[src/rcg_consts.svh]
// Constants of the remote carrier generator
`ifndef RCG_CONSTS_SVH
`define RCG_CONSTS_SVH

// Clock
`define RCG_CLK_PERIOD_NS 10

// Counter and field widths
`define RCG_CAR_W 8
`define RCG_PUL_W 6
`define RCG_PS_W 9
`define RCG_CSEL_W 2
`define RCG_PSEL_W 3

// Carrier clock select codes: SCLK divided by 1, 2, 4, 8
`define RCG_CSEL_DIV1 2'h0
`define RCG_CSEL_DIV2 2'h1
`define RCG_CSEL_DIV4 2'h2
`define RCG_CSEL_DIV8 2'h3

// Pulse clock select: code n taps SCLK/(8 << n), all ones is the carrier
`define RCG_PSEL_CARRIER 3'h7
`define RCG_PSEL_BASE_BITS 3

// Reset values
`define RCG_CAR_CNT_RST 8'h00
`define RCG_PUL_CNT_RST 6'h00
`define RCG_PS_RST 9'h000

`endif

[src/rcg_pkg.sv]
// Types of the remote carrier generator
`default_nettype none

package rcg_pkg;

    // Phase of a two-phase counter, one bit so the code is Gray
    typedef enum logic {
        RCG_PH_HIGH = 1'b0,
        RCG_PH_LOW = 1'b1
    } rcg_phase_t;

    // Configuration of the remote mode register and the length registers
    typedef struct packed {
        logic carrier_enable;
        logic [1:0] carrier_clk_sel;
        logic [7:0] carrier_high_count;
        logic [7:0] carrier_low_count;
        logic pulse_enable;
        logic [2:0] pulse_clk_sel;
        logic [5:0] pulse_high_count;
        logic [5:0] pulse_low_count;
    } rcg_cfg_t;

    // Software access strobes towards the flag and the data bit
    typedef struct packed {
        logic data_wr;
        logic data_wdata;
        logic flag_wr_zero;
        logic irq_ack;
    } rcg_sw_t;

endpackage

`default_nettype wire

[src/rcg_top.sv]
// Remote carrier generator: carrier counter, pulse counter and remote output pin
// Function
// - Pin built from carrier and data bit.
// - Carrier enable switches carrier generation independently.
// - Data bit loads buffer on match, writable.
// - All four carrier/update combinations supported.
// - Carrier high lasts high count ticks.
// - Carrier low lasts low count ticks.
// - Pulse high lasts pulse high count ticks.
// - Pulse low lasts pulse low count ticks.
// - Match sets flag and requests interrupt.
// - Pulse counter and interrupt need pulse enable.
// - Flag readable without interrupt service.
// - Flag clears on service, disable, zero write.
// - Carrier off: pin shows data bit only.
// - Carrier taps include SCLK/2 and SCLK/8.
// - Carrier on ANDs; off stops counter.
// - Carrier clock SCLK/1,2,4,8 by 2-bit select.
// - Pulse clock SCLK/8..512 or carrier wave.
`timescale 1ns/100ps
`default_nettype none
`include "rcg_consts.svh"

module rcg_top (
    // Clock and reset
    input wire logic clk_i,
    input wire logic rst_n_i,
    // Configuration from the register bank
    input wire rcg_pkg::rcg_cfg_t cfg_i,
    // Output buffer bit
    input wire logic out_buffer_bit_i,
    // Software strobes
    input wire rcg_pkg::rcg_sw_t sw_i,
    // Remote output pin
    output logic remote_out_pin_o,
    // Status
    output logic out_data_bit_o,
    output logic pulse_match_flag_o,
    output logic irq_o,
    output logic carrier_wave_o,
    output logic [`RCG_CAR_W-1:0] carrier_count_o,
    output logic [`RCG_PUL_W-1:0] pulse_count_o
);
    import rcg_pkg::*;

    // ----------------------------------------------------------------
    // Prescaler
    // ----------------------------------------------------------------

    logic [`RCG_PS_W-1:0] ps_r;
    logic [`RCG_PS_W-1:0] ps_nxt;

    // Free-running so every tap stays in phase with the others
    assign ps_nxt = ps_r + `RCG_PS_W'(1);

    always_ff @(posedge clk_i) begin
        if (!rst_n_i) begin
            ps_r <= `RCG_PS_RST;
        end else begin
            ps_r <= ps_nxt;
        end
    end

    // Tap n ticks once every 2**(n+1) cycles
    logic [`RCG_PS_W-1:0] tap;
    genvar gi;
    generate
        for (gi = 0; gi < `RCG_PS_W; gi = gi + 1) begin : g_tap
            assign tap[gi] = &ps_r[gi:0];
        end
    endgenerate

    // ----------------------------------------------------------------
    // Carrier counter
    // ----------------------------------------------------------------

    rcg_phase_t c_ph_r;
    rcg_phase_t c_ph_nxt;
    logic [`RCG_CAR_W-1:0] c_cnt_r;
    logic [`RCG_CAR_W-1:0] c_cnt_nxt;
    logic [`RCG_CAR_W-1:0] c_cnt_inc;
    logic [`RCG_CAR_W-1:0] c_len;
    logic c_tick;
    logic c_end;
    logic c_rise;

    // Carrier counting clock choice
    assign c_tick = (cfg_i.carrier_clk_sel == `RCG_CSEL_DIV1) ? 1'b1 :
                    (cfg_i.carrier_clk_sel == `RCG_CSEL_DIV2) ? tap[0] :
                    (cfg_i.carrier_clk_sel == `RCG_CSEL_DIV4) ? tap[1] :
                    tap[2];

    // Length of the phase in progress
    assign c_len = (c_ph_r == RCG_PH_HIGH) ? cfg_i.carrier_high_count :
                   cfg_i.carrier_low_count;
    assign c_cnt_inc = c_cnt_r + `RCG_CAR_W'(1);
    // A zero length would only match once the count wraps, so it ends the phase on each tick
    assign c_end = c_tick && ((c_cnt_inc == c_len) || (c_len == '0));
    // Start of a high phase clocks the pulse counter in carrier mode
    assign c_rise = cfg_i.carrier_enable && c_end && (c_ph_r == RCG_PH_LOW);

    // Next carrier state; disabled carrier is parked at the start of high
    always_comb begin
        c_cnt_nxt = c_cnt_r;
        c_ph_nxt = c_ph_r;
        if (!cfg_i.carrier_enable) begin
            c_cnt_nxt = `RCG_CAR_CNT_RST;
            c_ph_nxt = RCG_PH_HIGH;
        end else if (c_end) begin
            c_cnt_nxt = `RCG_CAR_CNT_RST;
            c_ph_nxt = (c_ph_r == RCG_PH_HIGH) ? RCG_PH_LOW : RCG_PH_HIGH;
        end else if (c_tick) begin
            c_cnt_nxt = c_cnt_inc;
        end
    end

    always_ff @(posedge clk_i) begin
        if (!rst_n_i) begin
            c_cnt_r <= `RCG_CAR_CNT_RST;
            c_ph_r <= RCG_PH_HIGH;
        end else begin
            c_cnt_r <= c_cnt_nxt;
            c_ph_r <= c_ph_nxt;
        end
    end

    logic carrier_wave;
    logic carrier_wave_r;
    assign carrier_wave = (c_ph_r == RCG_PH_HIGH);

    // Registered twin of the phase, so the wave output leaves a flip-flop
    // while the pin logic keeps the decoded phase with no extra lag
    always_ff @(posedge clk_i) begin
        if (!rst_n_i) begin
            carrier_wave_r <= 1'b1;
        end else begin
            carrier_wave_r <= (c_ph_nxt == RCG_PH_HIGH);
        end
    end

    // ----------------------------------------------------------------
    // Pulse counter
    // ----------------------------------------------------------------

    rcg_phase_t p_ph_r;
    rcg_phase_t p_ph_nxt;
    logic [`RCG_PUL_W-1:0] p_cnt_r;
    logic [`RCG_PUL_W-1:0] p_cnt_nxt;
    logic [`RCG_PUL_W-1:0] p_cnt_inc;
    logic [`RCG_PUL_W-1:0] p_len;
    logic [`RCG_PS_W-1:0] p_div_tap;
    logic p_tick;
    logic p_match;

    // Code n picks tap n+2, i.e. SCLK/8 up to SCLK/512
    assign p_div_tap = tap >> cfg_i.pulse_clk_sel;
    assign p_tick = (cfg_i.pulse_clk_sel == `RCG_PSEL_CARRIER) ? c_rise :
                    p_div_tap[`RCG_PSEL_BASE_BITS-1];

    assign p_len = (p_ph_r == RCG_PH_HIGH) ? cfg_i.pulse_high_count :
                   cfg_i.pulse_low_count;
    assign p_cnt_inc = p_cnt_r + `RCG_PUL_W'(1);
    // Only a running counter can match
    assign p_match = cfg_i.pulse_enable && p_tick &&
                     ((p_cnt_inc == p_len) || (p_len == '0));

    // Next pulse state; disabled counter waits at zero
    always_comb begin
        p_cnt_nxt = p_cnt_r;
        p_ph_nxt = p_ph_r;
        if (!cfg_i.pulse_enable) begin
            p_cnt_nxt = `RCG_PUL_CNT_RST;
            p_ph_nxt = RCG_PH_HIGH;
        end else if (p_match) begin
            p_cnt_nxt = `RCG_PUL_CNT_RST;
            p_ph_nxt = (p_ph_r == RCG_PH_HIGH) ? RCG_PH_LOW : RCG_PH_HIGH;
        end else if (p_tick) begin
            p_cnt_nxt = p_cnt_inc;
        end
    end

    always_ff @(posedge clk_i) begin
        if (!rst_n_i) begin
            p_cnt_r <= `RCG_PUL_CNT_RST;
            p_ph_r <= RCG_PH_HIGH;
        end else begin
            p_cnt_r <= p_cnt_nxt;
            p_ph_r <= p_ph_nxt;
        end
    end

    // ----------------------------------------------------------------
    // Data bit, flag and interrupt request
    // ----------------------------------------------------------------

    logic out_data_r;
    logic out_data_nxt;
    logic flag_r;
    logic flag_nxt;
    logic flag_clr;
    logic irq_r;
    logic pin_r;
    logic pin_nxt;

    // Match load wins over a write in the same cycle
    assign out_data_nxt = p_match ? out_buffer_bit_i :
                          sw_i.data_wr ? sw_i.data_wdata :
                          out_data_r;
    // A match in the cycle of a clear is kept
    assign flag_clr = sw_i.irq_ack || sw_i.flag_wr_zero || !cfg_i.pulse_enable;
    assign flag_nxt = p_match || (flag_r && !flag_clr);
    // Carrier gates the data bit only while it is enabled
    assign pin_nxt = cfg_i.carrier_enable ? (carrier_wave && out_data_r) :
                     out_data_r;

    always_ff @(posedge clk_i) begin
        if (!rst_n_i) begin
            out_data_r <= 1'b0;
            flag_r <= 1'b0;
            irq_r <= 1'b0;
            pin_r <= 1'b0;
        end else begin
            out_data_r <= out_data_nxt;
            flag_r <= flag_nxt;
            irq_r <= p_match;
            pin_r <= pin_nxt;
        end
    end

    // Status and pin straight from flip-flops
    assign remote_out_pin_o = pin_r;
    assign out_data_bit_o = out_data_r;
    assign pulse_match_flag_o = flag_r;
    assign irq_o = irq_r;
    assign carrier_wave_o = carrier_wave_r;
    assign carrier_count_o = c_cnt_r;
    assign pulse_count_o = p_cnt_r;
endmodule
`default_nettype wire

[config.mk]
export PLATFORM = sky130hd
export DESIGN_NAME = rcg_top
export DESIGN_NICKNAME = d
export VERILOG_FILES = /design/src/rcg_pkg.sv /design/src/rcg_top.sv
export VERILOG_INCLUDE_DIRS = /design/src
export SDC_FILE = /design/constraint.sdc
export NUM_CORES = 1
export LEC_CHECK = 0
export BUFFER_PORTS_ARGS = -buffer_cell sky130_fd_sc_hd__buf_4
export CAP_MARGIN = 40
export CORE_ASPECT_RATIO = 1.1
export CORE_MARGIN = 1
export CORE_UTILIZATION = 30
export DETAILED_ROUTE_END_ITERATION = 10
export PLACE_DENSITY = 0.52
export SYNTH_ARGS = -nofsm -noshare
export SYNTH_HDL_FRONTEND = slang
export SYNTH_SLANG_ARGS = --single-unit
[constraint.sdc]
create_clock -name clk_i -period 3.9 [get_ports clk_i]
set_clock_uncertainty 0.2 [all_clocks]
set_input_delay 0.195 -clock clk_i [delete_from_list [all_inputs] [get_ports clk_i]]
set_output_delay 0.195 -clock clk_i [all_outputs]
set_load 0.02 [all_outputs]
==> impl_metrics.tcl <==
set metrics [dict create \
    cp.arrival_ns 2.76 \
    grt_pass1_wl_um 8140 \
    numPortBuffers 60 \
    finalHoldViolCount 0 \
    cts_max_level 2 \
    first_global_vias 1794 \
    synth_top_cells_by_count "dfxtp_1 (30), nand2_1 (20), mux2i_1 (16), and2_1 (13), xnor2_1 (13)" \
    drtAntennaViolNets 0 \
    path_common_cell "ha_1" \
    antenna_cells 0 \
    synth.largest_area_cell "dfxtp_1" \
    area_growth_pct 28.9 \
    rows 31 \
    synth_flop_cell "dfxtp_1" \
    numClockSinks 30 \
    setup_violations 0 \
    core_um2 6630 \
    dieWidth_um 81.5 \
    cp_max_fo 12 \
    tns_ns 0 \
    hpwl_um 4020 \
    die_h_um 89.4 \
    syn_avg_cell_area_um2 8.87 \
    synth_fp_nets 283 \
    cts-root-buf "clkbuf_8" \
    start_util_pct 31.4 \
    crit_chain "ha_1, ha_1, mux2i_1, a22o_1, nor3_1, a21boi_1, a21oi_1, a32o_1" \
    slowest_stage "a21boi_1" \
    endpoint_kind "flop" \
    crit_path_max_incr_delay_ns 0.49 \
    die_area_um2 7290 \
    clk_pin_slew_worst_paths_ns 0.06 \
    finalCriticalPeriod_ns 2.78 \
    drtPass1Iterations 4 \
    critical_path_class "reg2reg" \
    dpl_cell_area_um2 2590 \
    synth.area.top_cells "dfxtp_1 (29%), mux2i_1 (7.7%), xnor2_1 (5.5%)" \
    rsz0062_at_grt "false" \
    status "completed" \
    vdd.ir_drop.worst_v 0.000174 \
    grt_use_total_pct 14.7 \
    drtIter0Drc 82 \
    drive_gt1_share_pct 27.5 \
    antenna_found_initial 0 \
    routed_via_density 4.99 \
    cts_tree "done" \
    synth_top_area_share_pct 28.8 \
    stdcell_area_um2 2690 \
    fmax_mhz 360 \
    p_total_mw 0.679 \
    cp_num_buf_inv 0 \
    synth_edf_count 0 \
    crit_required_ns 3.88 \
    insertion_delay_ns 0.28 \
    io_pins 61 \
    max_slew.worst_pin.slew_ns 0.708 \
    dp_slack_ns 1.10 \
    fin_nets 342 \
    worst_slack_ns 1.12 \
    synth_cells 235 \
    hold_path.class "in2reg" \
    gp_congestion 0.789 \
    power_density_nw_per_um2 253 \
    synth_seq_cells 30 \
    ys_async_sr_fraction_pct 0 \
    yosysMostFrequentCell "dfxtp_1" \
    period_share_pct 71.3 \
    crit_family "compound AO/OA/AOI/OAI gates" \
    cap_viol_max_count 0 \
    timing.hold.ws_ns 0.0176 \
    ys_types 56 \
    wire_per_inst_um 13.3 \
    cts_resized 0 \
    yosysSeqAreaShare_pct 28.8 \
    critPathLaunchType "flop" \
    syn_area_um2 2080 \
    wl_um 5020 \
    grt_max_degree 19 \
    cts_made_buffers 5 \
    drc_errors 0 \
    relSlewSlack_pct 52.8 \
    ys_warn_count 0 \
    postCtsSetupRepairBufs 0 \
    power_leakage_nw 1.10 \
    clockBufferDepth 2 \
    slew_viol_final 0 \
    grt_overflow_total 0 \
    num_vias 1883 \
]
## power by group
part	leakage (nW)	switching, mW	internal [mW]
clock network	0.0482	0.116	0.142
registers	0.243	0.00548	0.312
logic	0.804	0.0500	0.0537
## cell families (layout without fill, tap and decap cells)
kind of cell	Yosys count	in the layout	share of synthesized area [%]
compound gates	38	38	15.5
buf+inv	13	73	3.18
fa+ha+maj	6	6	3.60
xor+xnor	26	26	11.6
flops	30	30	28.8
mux	19	19	9.60
simple gates	103	103	27.7
## worst paths after layout
kind,from,cells past startpoint,end,slack (ns)
worst max-delay path,ps_r[0],8,pulse_count_o[4],1.12
worst min-delay path,sw_i[0],3,pulse_match_flag_o,0.02
worst min register to register,ps_r[0],1,ps_r[0],0.28
worst max register to register,ps_r[0],8,pulse_count_o[4],1.12
## worst register-to-register path: stages, from the launching register on
cell and delay (ns):
dfxtp_1 0.34, ha_1 0.24, ha_1 0.19, mux2i_1 0.18
a22o_1 0.41, nor3_1 0.18, a21boi_1 0.49, a21oi_1 0.22
a32o_1 0.24
## cell usage in the layout (no fill, tap or decap), types with 2 or more instances in the layout
| cell type | instances |
|---|---|
| a21oi_1 | 8 |
| nor2b_1 | 2 |
| a32o_1 | 4 |
| o21a_1 | 2 |
| buf_4 | 60 |
| a211oi_1 | 4 |
| nand4_1 | 5 |
| ha_1 | 6 |
| nand2_1 | 20 |
| nor2_1 | 12 |
| and3_1 | 7 |
| xor2_1 | 12 |
| nand2b_1 | 2 |
| nor4_1 | 11 |
| inv_1 | 4 |
| o21ai_0 | 6 |
| nor3_1 | 6 |
| nand3_1 | 12 |
| mux2i_1 | 16 |
| and2_1 | 13 |
| xnor2_1 | 13 |
| clkbuf_8 | 6 |
| dfxtp_1 | 30 |
## per-layer routing
metal	vias up	part of all wire [%]	GRT usage, %
met5	-	0	0
met4	0	1.4	5.84
met3	6	6.3	3.27
met2	59	48	26.7
met1	846	44	16.5
li1	972	-	-
## per-stage QoR
step | instances | utilization (%)
floorplan | 235 | -
global placement | 368 | 39.0
detailed placement | 368 | 39.0
CTS | 377 | 40.5
global route | 377 | 40.5
finish | 377 | 40.5
## what timing repair did
item / in CTS / in global routing
hold buffers: 1 / 0
endpoints found under the setup margin: 0 / 0
endpoints found under the hold margin: 1 / 0
## flip-flops by register name, indices dropped and copies added, names as in the netlist
name,cells
pulse_match_flag_o,1
c_ph_r,1
out_data_bit_o,1
p_ph_r,1
ps_r,9
carrier_wave_o,1
irq_o,1
pulse_count_o,6
carrier_count_o,8
remote_out_pin_o,1
## area by class of cell
class / count / area [um2]
fill: 686 / 3950
multi-input combinational: 192 / 1420
sequential: 30 / 601
timing repair buffer: 61 / 460
tap: 82 / 103
clock buffer: 7 / 86.3
inverter: 4 / 15.0
clock inverter: 1 / 5.00
Note: power is estimated with default switching activity, not from simulation.
